File: src/common/uslm_defs.vh
`ifndef USLM_DEFS_VH
`define USLM_DEFS_VH
// ----------------------------------------
// Register byte offsets
// ----------------------------------------
`define USLM_CR_OFF 8'h00
`define USLM_MR_OFF 8'h04
`define USLM_CSR_OFF 8'h14
`define USLM_THR_OFF 8'h1C
`define USLM_BRGR_OFF 8'h20
`define USLM_TTGR_OFF 8'h28
`define USLM_FIDI_OFF 8'h40
`define USLM_IF_OFF 8'h4C
// ----------------------------------------
// Operating modes
// ----------------------------------------
`define USLM_MODE_NORMAL 4'h0
`define USLM_MODE_RS485 4'h1
`define USLM_MODE_MODEM 4'h3
`define USLM_MODE_IRDA 4'h8
// ----------------------------------------
// Channel modes
// ----------------------------------------
`define USLM_CH_NORMAL 2'h0
`define USLM_CH_ECHO 2'h1
`define USLM_CH_LOCAL 2'h2
`define USLM_CH_REMOTE 2'h3
// ----------------------------------------
// Field positions
// ----------------------------------------
`define USLM_MR_MODE_MSB 3
`define USLM_MR_MODE_LSB 0
`define USLM_MR_CH_MSB 15
`define USLM_MR_CH_LSB 14
`define USLM_CR_RXEN 4
`define USLM_CR_RXDIS 5
`define USLM_CR_TXEN 6
`define USLM_CR_TXDIS 7
`define USLM_CR_DTR_ASSERT 16
`define USLM_CR_DTR_RELEASE 17
`define USLM_CR_RTS_ASSERT 18
`define USLM_CR_RTS_RELEASE 19
// ----------------------------------------
// Reset values and timing counts
// ----------------------------------------
`define USLM_FIDI_RESET 11'h174
`define USLM_OVS_LAST 4'hF
`define USLM_IR_PULSE 4'h3
`define USLM_FRAME_LAST 4'h9
`endif

File: src/hdl/uslm_line_modes.v
// Functional notes
// - IrDA zero bit sent as 3/16 pulse
// - Filter is 8-bit counter preloaded with value
// - Receive falling edge starts per-clock decrement
// - Receive rising edge halts and reloads counter
// - Counter zero drives receiver low one bit
// - Mode 0x1 selects RS485, full behaviour
// - RS485 RTS is inverse of transmitter-empty
// - RS485 RTS stays high through timeguard
// - Mode 0x3 selects modem, asynchronous behaviour
// - Modem mode drives DTR, RTS, watches inputs
// - DTR commands force level; RTS automatic
// - Input level change sets its change flag
// - Reading channel status clears change flags
// - Inactive CTS stops transmitter after character
// - Normal: pin to receiver, transmitter to pin
// - Echo: receive pin copied to transmit pin
// - Local loopback: transmitter to receiver, pin high
// - Remote loopback: receive pin to transmit pin
// - Mode 0x8 selects infrared modulator, demodulator
//
// Design decisions made here: the address map and register access over APB.
`timescale 1ns/100ps
`include "uslm_defs.vh"

module uslm_line_modes #(
  parameter CD_W = 16
) (
  input wire pclk,
  input wire presetn,
  input wire psel,
  input wire penable,
  input wire pwrite,
  input wire [7:0] paddr,
  input wire [31:0] pwdata,
  output reg [31:0] prdata,
  output reg pready,
  output reg pslverr,
  input wire rxd,
  input wire cts_n,
  input wire dsr_n,
  input wire dcd_n,
  input wire ri_n,
  output reg txd,
  output reg rts_n,
  output reg dtr_n,
  output reg rcv_in
);

  // ----------------------------------------
  // Local constants
  // ----------------------------------------
  localparam [CD_W-1:0] CD_ONE = 1; // Counter step
  localparam [CD_W-1:0] CD_ZERO = 0; // Divider off
  localparam [1:0] TX_IDLE = 2'h0; // No character
  localparam [1:0] TX_SHIFT = 2'h1; // Shifting a frame
  localparam [1:0] TX_GUARD = 2'h2; // Timeguard idle

  // ----------------------------------------
  // Configuration state
  // ----------------------------------------
  reg [3:0] mode_reg; // Operating mode
  reg [1:0] chmode_reg; // Channel routing
  reg [CD_W-1:0] cd_reg; // Baud divisor
  reg [7:0] tg_reg; // Timeguard in bits
  reg [10:0] fidi_reg; // Clock ratio field
  reg [7:0] ifv_reg; // Infrared filter value
  reg rx_en_reg; // Receiver enabled
  reg tx_en_reg; // Transmitter enabled
  reg rts_cmd_n_reg; // RTS from commands
  reg [3:0] chg_reg; // Change flags
  reg [3:0] lvl_reg; // Last input levels

  // ----------------------------------------
  // Transmitter state
  // ----------------------------------------
  reg [1:0] tx_st_reg; // Transmit state
  reg [9:0] sh_reg; // Frame shifter
  reg [3:0] sub_reg; // Tick within bit
  reg [3:0] bit_reg; // Bit within frame
  reg [7:0] tgc_reg; // Timeguard left
  reg [7:0] thr_reg; // Holding byte
  reg thr_full_reg; // Holding byte valid
  reg [CD_W-1:0] bcnt_reg; // Baud prescaler

  // ----------------------------------------
  // Demodulator state
  // ----------------------------------------
  reg rxd_q_reg; // Previous receive pin
  reg [7:0] fcnt_reg; // Filter counter
  reg frun_reg; // Filter counting
  reg ir_low_reg; // Demodulated zero
  reg [3:0] hcnt_reg; // Low hold ticks

  // ----------------------------------------
  // Decode helpers
  // ----------------------------------------
  // Address map check, used by error and write paths
  function is_mapped;
    input [7:0] a;
    begin
      case (a)
        `USLM_CR_OFF, `USLM_MR_OFF, `USLM_CSR_OFF, `USLM_THR_OFF,
        `USLM_BRGR_OFF, `USLM_TTGR_OFF, `USLM_FIDI_OFF,
        `USLM_IF_OFF: is_mapped = 1'h1;
        default: is_mapped = 1'h0;
      endcase
    end
  endfunction

  // Access phase completes on the edge with pready high
  wire acc = psel & penable & pready;
  wire wr_acc = acc & pwrite & is_mapped(paddr);
  wire rd_acc = acc & ~pwrite;
  wire wr_cr = wr_acc & (paddr == `USLM_CR_OFF);
  wire wr_mr = wr_acc & (paddr == `USLM_MR_OFF);
  wire wr_thr = wr_acc & (paddr == `USLM_THR_OFF);
  wire rd_csr = rd_acc & (paddr == `USLM_CSR_OFF);

  wire is_irda = (mode_reg == `USLM_MODE_IRDA);
  wire is_rs485 = (mode_reg == `USLM_MODE_RS485);
  wire is_modem = (mode_reg == `USLM_MODE_MODEM);

  // Baud enable: CD master clocks per oversample tick
  wire tick = (cd_reg != CD_ZERO) && (bcnt_reg == cd_reg - CD_ONE);
  wire bit_end = tick && (sub_reg == `USLM_OVS_LAST);

  // Empty means nothing held, shifting or guarding
  wire tx_empty = (tx_st_reg == TX_IDLE) && !thr_full_reg;
  // Remote loopback silences the transmitter; CTS gates starts only
  wire tx_allow = tx_en_reg && (chmode_reg != `USLM_CH_REMOTE) &&
                  !(is_modem && cts_n);
  wire tx_raw = (tx_st_reg == TX_SHIFT) ? sh_reg[0] : 1'h1;
  // Light pulse in the first three of sixteen ticks of a zero
  wire ir_pulse = (tx_st_reg == TX_SHIFT) && !sh_reg[0] &&
                  (sub_reg < `USLM_IR_PULSE);

  // Current input levels, same order as the flags
  wire [3:0] lvl_now = {cts_n, dcd_n, dsr_n, ri_n};

  // Status word for reads
  wire [31:0] csr_word = {8'h00, lvl_reg, chg_reg, 6'h00,
                          tx_empty, 7'h00, !thr_full_reg, 1'h0};

  // ----------------------------------------
  // APB slave
  // ----------------------------------------
  // No wait state: data prepared in setup, pready in the first access cycle
  always @(posedge pclk or negedge presetn) begin
    if (!presetn) begin
      pready <= 1'h0;
      pslverr <= 1'h0;
      prdata <= 32'h00000000;
    end else if (psel && !penable && !pready) begin
      pready <= 1'h1;
      pslverr <= !is_mapped(paddr);
      // Write-only and unmapped words read as zero
      case (paddr)
        `USLM_MR_OFF: prdata <= {16'h0000, chmode_reg, 10'h000, mode_reg};
        `USLM_CSR_OFF: prdata <= csr_word;
        `USLM_BRGR_OFF: prdata <= {{(32-CD_W){1'h0}}, cd_reg};
        `USLM_TTGR_OFF: prdata <= {24'h000000, tg_reg};
        `USLM_FIDI_OFF: prdata <= {21'h000000, fidi_reg};
        `USLM_IF_OFF: prdata <= {24'h000000, ifv_reg};
        default: prdata <= 32'h00000000;
      endcase
    end else begin
      pready <= 1'h0;
      pslverr <= 1'h0;
    end
  end

  // ----------------------------------------
  // Configuration registers
  // ----------------------------------------
  // Writes land only at the completing access edge
  always @(posedge pclk or negedge presetn) begin
    if (!presetn) begin
      mode_reg <= `USLM_MODE_NORMAL;
      chmode_reg <= `USLM_CH_NORMAL;
      cd_reg <= CD_ZERO;
      tg_reg <= 8'h00;
      fidi_reg <= `USLM_FIDI_RESET;
      ifv_reg <= 8'h00;
    end else if (wr_acc) begin
      if (wr_mr) begin
        mode_reg <= pwdata[`USLM_MR_MODE_MSB:`USLM_MR_MODE_LSB];
        chmode_reg <= pwdata[`USLM_MR_CH_MSB:`USLM_MR_CH_LSB];
      end
      if (paddr == `USLM_BRGR_OFF) begin
        cd_reg <= pwdata[CD_W-1:0];
      end
      if (paddr == `USLM_TTGR_OFF) begin
        tg_reg <= pwdata[7:0];
      end
      // Ratio field is only stored and read back; the infrared path does not use it
      if (paddr == `USLM_FIDI_OFF) begin
        fidi_reg <= pwdata[10:0];
      end
      if (paddr == `USLM_IF_OFF) begin
        ifv_reg <= pwdata[7:0];
      end
    end
  end

  // ----------------------------------------
  // Control commands
  // ----------------------------------------
  // Disable or release wins when both halves of a pair are written
  always @(posedge pclk or negedge presetn) begin
    if (!presetn) begin
      rx_en_reg <= 1'h0;
      tx_en_reg <= 1'h0;
      dtr_n <= 1'h1;
      rts_cmd_n_reg <= 1'h1;
    end else if (wr_cr) begin
      if (pwdata[`USLM_CR_RXDIS]) begin
        rx_en_reg <= 1'h0;
      end else if (pwdata[`USLM_CR_RXEN]) begin
        rx_en_reg <= 1'h1;
      end
      if (pwdata[`USLM_CR_TXDIS]) begin
        tx_en_reg <= 1'h0;
      end else if (pwdata[`USLM_CR_TXEN]) begin
        tx_en_reg <= 1'h1;
      end
      // Release drives high, assert drives low
      if (pwdata[`USLM_CR_DTR_RELEASE]) begin
        dtr_n <= 1'h1;
      end else if (pwdata[`USLM_CR_DTR_ASSERT]) begin
        dtr_n <= 1'h0;
      end
      if (pwdata[`USLM_CR_RTS_RELEASE]) begin
        rts_cmd_n_reg <= 1'h1;
      end else if (pwdata[`USLM_CR_RTS_ASSERT]) begin
        rts_cmd_n_reg <= 1'h0;
      end
    end
  end

  // ----------------------------------------
  // Modem input change flags
  // ----------------------------------------
  // A change seen during the clearing read survives it
  always @(posedge pclk or negedge presetn) begin
    if (!presetn) begin
      lvl_reg <= 4'hF;
      chg_reg <= 4'h0;
    end else begin
      lvl_reg <= lvl_now;
      chg_reg <= (rd_csr ? 4'h0 : chg_reg) |
                 (is_modem ? (lvl_reg ^ lvl_now) : 4'h0);
    end
  end

  // ----------------------------------------
  // Baud prescaler
  // ----------------------------------------
  // Divisor of zero stops all bit timing
  always @(posedge pclk or negedge presetn) begin
    if (!presetn) begin
      bcnt_reg <= CD_ZERO;
    end else if (tick || cd_reg == CD_ZERO) begin
      bcnt_reg <= CD_ZERO;
    end else begin
      bcnt_reg <= bcnt_reg + CD_ONE;
    end
  end

  // ----------------------------------------
  // Transmitter
  // ----------------------------------------
  // 8N1 frame, LSB first, sixteen ticks per bit
  always @(posedge pclk or negedge presetn) begin
    if (!presetn) begin
      tx_st_reg <= TX_IDLE;
      sh_reg <= 10'h3FF;
      sub_reg <= 4'h0;
      bit_reg <= 4'h0;
      tgc_reg <= 8'h00;
      thr_reg <= 8'h00;
      thr_full_reg <= 1'h0;
    end else begin
      if (tick) begin
        sub_reg <= sub_reg + 4'h1;
      end
      case (tx_st_reg)
        TX_IDLE: begin
          // CTS only blocks a new start, never a frame in flight
          if (thr_full_reg && tx_allow) begin
            sh_reg <= {1'h1, thr_reg, 1'h0};
            tx_st_reg <= TX_SHIFT;
            sub_reg <= 4'h0;
            bit_reg <= 4'h0;
          end
        end
        TX_SHIFT: begin
          if (bit_end) begin
            if (bit_reg == `USLM_FRAME_LAST) begin
              // Guard keeps the empty flag low, so RTS stays up
              if (tg_reg != 8'h00) begin
                tx_st_reg <= TX_GUARD;
                tgc_reg <= tg_reg;
              end else begin
                tx_st_reg <= TX_IDLE;
              end
            end else begin
              bit_reg <= bit_reg + 4'h1;
              sh_reg <= {1'h1, sh_reg[9:1]};
            end
          end
        end
        TX_GUARD: begin
          if (bit_end) begin
            tgc_reg <= tgc_reg - 8'h01;
            if (tgc_reg == 8'h01) begin
              tx_st_reg <= TX_IDLE;
            end
          end
        end
        default: begin
          tx_st_reg <= TX_IDLE;
        end
      endcase
      // A fresh write keeps the full flag set while the old byte moves to the shifter
      if (wr_thr) begin
        thr_reg <= pwdata[7:0];
        thr_full_reg <= 1'h1;
      end else if (tx_st_reg == TX_IDLE && thr_full_reg && tx_allow) begin
        thr_full_reg <= 1'h0;
      end
    end
  end

  // ----------------------------------------
  // Infrared demodulator filter
  // ----------------------------------------
  // Pulses shorter than the filter value plus two clocks are glitches
  always @(posedge pclk or negedge presetn) begin
    if (!presetn) begin
      rxd_q_reg <= 1'h1;
      fcnt_reg <= 8'h00;
      frun_reg <= 1'h0;
      ir_low_reg <= 1'h0;
      hcnt_reg <= 4'h0;
    end else begin
      rxd_q_reg <= rxd;
      if (rxd_q_reg && !rxd) begin
        frun_reg <= is_irda;
        fcnt_reg <= ifv_reg;
      end else if (!rxd_q_reg && rxd) begin
        frun_reg <= 1'h0;
        fcnt_reg <= ifv_reg;
      end else if (!frun_reg) begin
        fcnt_reg <= ifv_reg;
      end else if (fcnt_reg == 8'h00) begin
        frun_reg <= 1'h0;
        fcnt_reg <= ifv_reg;
        ir_low_reg <= 1'h1;
        hcnt_reg <= 4'h0;
      end else begin
        fcnt_reg <= fcnt_reg - 8'h01;
      end
      // Receiver sees low for sixteen ticks, one bit time
      if (ir_low_reg && tick) begin
        hcnt_reg <= hcnt_reg + 4'h1;
        if (hcnt_reg == `USLM_OVS_LAST) begin
          ir_low_reg <= 1'h0;
        end
      end
    end
  end

  // ----------------------------------------
  // Pin routing and line control
  // ----------------------------------------
  // All pins registered: one clock of latency on each path
  always @(posedge pclk or negedge presetn) begin
    if (!presetn) begin
      txd <= 1'h1;
      rcv_in <= 1'h1;
      rts_n <= 1'h1;
    end else begin
      case (chmode_reg)
        `USLM_CH_NORMAL: begin
          txd <= is_irda ? ir_pulse : tx_raw;
          rcv_in <= is_irda ? !ir_low_reg : rxd;
        end
        `USLM_CH_ECHO: begin
          txd <= rxd;
          rcv_in <= is_irda ? !ir_low_reg : rxd;
        end
        `USLM_CH_LOCAL: begin
          txd <= 1'h1;
          rcv_in <= tx_raw;
        end
        default: begin
          txd <= rxd;
          rcv_in <= 1'h1;
        end
      endcase
      // RS485 keys the driver; modem follows receiver enable
      if (is_rs485) begin
        rts_n <= !tx_empty;
      end else if (is_modem) begin
        rts_n <= !rx_en_reg;
      end else begin
        rts_n <= rts_cmd_n_reg;
      end
    end
  end

endmodule

File: config.mk
export PLATFORM = sky130hd
export DESIGN_NAME = uslm_line_modes
export DESIGN_NICKNAME = d
export VERILOG_FILES = /design/src/hdl/uslm_line_modes.v
export VERILOG_INCLUDE_DIRS = /design/src /design/src/common
export SDC_FILE = /design/constraint.sdc
export NUM_CORES = 1
export LEC_CHECK = 0
export BUFFER_PORTS_ARGS = -buffer_cell sky130_fd_sc_hd__buf_2
export CAP_MARGIN = 0
export CORE_AREA = 2 2 165 102
export DETAILED_ROUTE_END_ITERATION = 7
export DIE_AREA = 0 0 167 104
export PLACE_DENSITY = 0.78
export SLEW_MARGIN = 20
export SYNTH_ARGS = -nofsm -noshare
export SYNTH_HDL_FRONTEND = slang
export SYNTH_SLANG_ARGS = --single-unit
File: constraint.sdc
create_clock -name pclk -period 4 [get_ports pclk]
set_input_delay 0.2 -clock pclk [delete_from_list [all_inputs] [get_ports pclk]]
set_output_delay 0.2 -clock pclk [all_outputs]
set_load 0.02 [all_outputs]
# Word-level counts from Yosys, hierarchy flattened
# Cells that the tools add are included.
op_classes:
  n_addsub: 7
  n_lt_le_gt_ge: 1
  eq_ne: 29
  muxes: 67
  n_bitwise: 12
  n_reduce_logical: 59
op_table:
  columns: ["operator", "count"]
  rows:
  - ["one-hot mux 24 bit (6 select lines)", 1]
  - ["two-way mux 8 bit", 8]
  - ["two-way mux 4 bit", 13]
  - ["two-way mux 10 bit", 3]
  - ["two-way mux 1 bit", 29]
  - ["one-hot mux 10 bit (2 select lines)", 1]
  - ["AND reduction 2 bit", 9]
  - ["nonzero test 2 bit", 9]
  - ["adder 16 x 1 -> 16 bit, second input constant", 1]
  - ["== test 16 bit", 1]
  - ["== test 4 bit, second input constant", 4]
  - ["== test 8 x 5 -> 1 bit, second input constant", 2]
  - ["== test 8 x 6 -> 1 bit, second input constant", 2]
  - ["== test 8 x 7 -> 1 bit, second input constant", 2]
  - ["logical AND 1 bit", 16]
  - ["logical NOT 16 bit", 1]
  - ["logical NOT 8 bit", 2]
  - ["two-way mux 16 bit", 1]
  - ["one-hot mux 8 bit (2 select lines)", 1]
  - ["nonzero test 16 bit", 1]
  - ["subtractor 16 x 1 -> 16 bit, second input constant", 1]
  - ["subtractor 8 x 1 -> 8 bit, second input constant", 2]
  - ["adder 4 x 1 -> 4 bit, second input constant", 3]
  - ["two-way mux 2 bit", 6]
  - ["24 further kinds", 56]
word_totals:
  register_bits: 166
  wordCells: 206

# Logic depth before layout (Yosys ltp)
logic_depth:
  word_depth: 7
  ltp_mapped: 10

# Worst setup path after synthesis
# No wires, ideal clock.
synth_path:
  path_type: "flip-flop to flip-flop"
  startpoint: "reg cd_reg[2]"
  endpoint: "reg bit_reg[1]"
  setup_ns: 0.077
  t_arrival_ns: 2.900
  required_ns: 3.923
  setup_slack_ns: 1.023
  stages_incl_launch_ff: 8
  n_path_buf: 1
  cell_sequence: "dfrtp_1 buf_2 or4_1 or4_4 a2111o_1 or4_4 or3_1 o21ai_1"
synth_via:
  elab_chain_len: 6
  word_cells_on_any_way: 7
  cone_classes: "add/sub: 1; eq/ne: 2; reduce/logical: 4"
synth_rtl:
  columns: ["item", "line_no", "source"]
  rows:
  - ["start: declaration", "uslm_line_modes.v:64", "reg [CD_W-1:0] cd_reg;"]
  - ["start signal: assignment", "uslm_line_modes.v:191", "cd_reg <= pwdata[CD_W-1:0];"]
  - ["subtractor 16 x 1 -> 16 bit", "uslm_line_modes.v:125", "wire tick = (cd_reg != CD_ZERO) && (bcnt_reg == cd_reg - CD_ONE);"]
  - ["== test 16 bit", "uslm_line_modes.v:125", null]
  - ["logical AND 1 bit (*)", "uslm_line_modes.v:125", null]
  - ["logical AND 1 bit (*)", "uslm_line_modes.v:126", "wire bit_end = tick && (sub_reg == `USLM_OVS_LAST);"]
  - ["!= test 2 bit (no source line) (*)", null, null]
  - ["AND reduction 4 bit (no source line) (*)", null, null]
  - ["end signal: assignment", "uslm_line_modes.v:308", "bit_reg <= bit_reg + 4'h1;"]
  - ["end: declaration", "uslm_line_modes.v:80", "reg [3:0] bit_reg;"]
# Every way passes the cells marked *; elsewhere a longest branch is shown, timed or not.
# A chain may end at the register's enable or synchronous reset.

# Final worst setup path
layout_path:
  startpoint: "reg cd_reg[0]"
  endpoint: "reg sh_reg[2]"
layout_via:
  elab_chain_len: 6
  word_cells_on_any_way: 7
  cone_classes: "add/sub: 1; eq/ne: 2; reduce/logical: 4"
layout_rtl:
  columns: ["item", "line_no", "source"]
  rows:
  - ["subtractor 16 x 1 -> 16 bit", "uslm_line_modes.v:125", null]
  - ["== test 16 bit", "uslm_line_modes.v:125", null]
  - ["logical AND 1 bit (*)", "uslm_line_modes.v:125", null]
  - ["logical AND 1 bit (*)", "uslm_line_modes.v:126", null]
  - ["!= test 2 bit (no source line) (*)", null, null]
  - ["AND reduction 4 bit (no source line) (*)", null, null]
  - ["end signal: assignment", "uslm_line_modes.v:291", "sh_reg <= {1'h1, thr_reg, 1'h0};"]
  - ["end signal: assignment", "uslm_line_modes.v:309", "sh_reg <= {1'h1, sh_reg[9:1]};"]
  - ["end: declaration", "uslm_line_modes.v:78", "reg [9:0] sh_reg;"]
# Marked as above.

==> flow_summary.yaml <==
final_layout:
  post-route-util: 0.574
  largest_reg_flops: 24
  layout.nets: 895
  layout-drive-gt1-share: 0.248
  nFillCells: 1325
  antenna_cells: 0
  area_growth_pct: 16.6
drt:
  wl_mm: 19.5
  wl_per_cell_um: 18.5
  vias: 6123
  vias_per_cell: 5.80
  top_layer: "met4"
  wl_met1_mm: 9.44
  route.met2.wl_mm: 7.89
  wl_met3_mm: 1.88
  drc_errors: 0
  dr.pass1.iters: 6
  ant_nets: 0
  drt_iter0_markers: 675
worst_setup_path:
  r2r_cells: 9
  r2r_setup_slack_ns: 0.48
  required_ns: 4.35
  path_class: "register to register"
  cp_max_fo: 10
  crit_top_cell: "nand3_1"
  endpoint_kind: "register"
  arrival_ns: 3.86
  rr_endpoint: "sh_reg[2]"
  slowest_stage: "nor3b_1"
  r2r_start: "cd_reg[0]"
  worstPathCellList: "inv_1 -> ha_1 -> nor3b_1 -> nand3_1 -> a211oi_1 -> nand3_1 -> or4_1 -> o21ai_2 -> mux2_2"
  worst_setup_path_start_kind: "register"
  slowest_delay_ns: 0.59
cts:
  cts.repair.resized: 0
  cts_tree: "built"
  cts_buffers: 17
  clock_path_buffers: 2
  clock_sinks: 157
  ctsHtreeMaxLevel: 4
  clk_pin_slew_ns: 0.07
  clockRootBuffer: "clkbuf_16"
  clock_latency_ns: 0.42
power_and_ir_drop:
  irDropWorstVdd_v: 0.000236
  powerDensity_nw_per_um2: 386
  p_leak_nw: 4.34
placed_design:
  gp_congestion: 0.889
  dp_hpwl_mm: 13.8
  dp_slack_ns: 0.568
  portBuffers: 67
synth:
  ys_warn_count: 0
  syn_area_per_cell_um2: 10.4
  ys_ff_latch: 157
  yosysUniqueCellTypes: 70
  synth_edf_count: 0
  synthCells: 756
  yosysTopAreaCellShare: 0.425
  yosysSeqAreaShare: 0.505
  syn-cell-area_um2: 7840
  async_flop_share: 1.00
  yosysTopAreaCell: "dfrtp_1"
  yosys-top-cells-area: "dfrtp_1, mux2_2, dfstp_2"
  yosys_most_used_dff: "dfrtp_1"
flow_run:
  drv_cap: 0
timing:
  slew_headroom: 0.353
  rsz0062_at_grt: "no"
  setup_slack_ns: 0.483
  worst_pin_slew_ns: 0.958
  fmax_mhz: 284
  finalCritPeriodShare: 0.879
  hold_viol: 0
  final.setup.tns_ns: 0
  setup_viol: 0
  fin_crit_ns: 3.52
  finClkSkew_ns: 0.00834
  maxSlewViolCount: 0
floorplan:
  dieHeight_um: 104
  die_w_um: 167
  core-area_um2: 15900
  initial_core_util: 0.493
  io_pins: 88
  num_rows: 36
  die_area_um2: 17400
hold_path:
  hold_start: "pwdata[17]"
  min_path_type: "primary input to register"
  min_to: "dtr_n"
  whs_path_depth: 2
global_route:
  grt_pass1_vias: 5824
  antenna_found_initial: 0
  grt_util_all_layers: 0.232
  grt.overflow.total: 0
  grt_pass1_wl_mm: 31.6
  grt_max_degree: 107
run_status:
  status: "completed"
[cells in the mapped netlist (all sizes together), types with 11 or more instances]
cell type    n
clkbuf      23
nand3       36
nor2        57
nand2      115
nand2b      13
nor4        14
nor3        11
buf         13
dfstp       24
dfrtp      133
xnor2       20
xor2        27
o21ai       33
ha          11
inv         11
a21oi       25
mux2        66
[cells in the final DEF (no fill, tap or decap), types with 5 or more instances in the layout]
master         instances
a21oi_1               25
nand2_1              115
xnor2_1               20
dfstp_2               24
a221oi_1               6
dlygate4sd3_1          8
xor2_1                27
mux2i_1                7
clkbuf_16             17
and3_1                 8
nand4_1               10
nor2_1                57
conb_1                 8
inv_1                 11
buf_4                 12
o21ai_0               31
nand3_1               36
nand2b_1              13
nor4_1                11
a222oi_1               9
buf_2                 66
ha_1                  11
a22o_1                 6
nand3b_1               5
a31oi_1                6
mux2_2                63
dfrtp_1              133
nor3_1                11
[where the power goes]
group	total, mW	switching, mW	internal [mW]	leakage [nW]
Clock	1.74	0.647	1.10	0.307
Sequential	1.62	0.0114	1.61	2.05
Combinational	0.163	0.116	0.0476	1.98
[worst max path at each step]
stage	from	endpoint	slack, ns
6_report	cd_reg[0]	sh_reg[2]	0.48
5_1_grt	cd_reg[0]	sh_reg[6]	0.20
4_1_cts	cd_reg[0]	sh_reg[2]	0.50
3_5_place_dp	cd_reg[0]	sh_reg[2]	0.57
3_3_place_gp	cd_reg[0]	sh_reg[5]	0.64
2_1_floorplan	cd_reg[2]	bit_reg[1]	1.02
[repair_timing]
item                                    in CTS  in global routing
endpoints found under the hold margin       53                  0
setup buffers                                0                  0
hold buffers                                 8                  0
endpoints found under the setup margin       0                  0
[per-stage QoR]
stage | std cells | instance area (um2) | total power, mW | hold slack [ns]
CTS | 1056 | 9130 | 3.55 | 0.00397
global route | 1056 | 9130 | 3.63 | 0.0161
detailed placement | 1016 | 8420 | 1.81 | 0.176
finish | 1056 | 9130 | 3.53 | 0.0142
floorplan | 763 | 7860 | 1.71 | -0.0956
global placement | 1016 | 8420 | 1.80 | 0.172
[critical path: cells and delay by family (launching register included)]
kind / cells / cell delay, ns
adders and majority gates: 1 / 0.17
AOI/OAI and AO/OA: 2 / 0.78
muxes: 1 / 0.40
and+or+nand+nor: 4 / 1.53
DFF: 1 / 0.45
buffers and inverters: 1 / 0.11
[metal layers]
layer	up-vias	track usage
met5	-	0
met4	0	0.0708
met3	32	0.0521
met2	269	0.317
met1	2973	0.362
li1	2849	-
[cells by family (layout without fill, tap and decap cells)]
group,Yosys count,count (layout),synth area share
mux,73,73,0.104
flops,157,157,0.505
other cells,1,8,0.000479
fa+ha+maj,11,11,0.0176
xor+xnor,49,49,0.0583
compound gates,111,111,0.0945
buf+inv,48,132,0.0275
simple gates,306,306,0.193
[area by class of cell]
cell class                      instances  area (um2)  area share
Timing Repair Buffer                   88         532      0.0582
Clock inverter                         10         163      0.0178
Clock buffer                           22         474      0.0519
Multi-Input combinational cell        558        3700       0.405
Sequential cell                       157        3960       0.433
Inverter                               12        45.0     0.00493
Tap cell                              209         262      0.0286
Power figures use the tool's default switching activity.
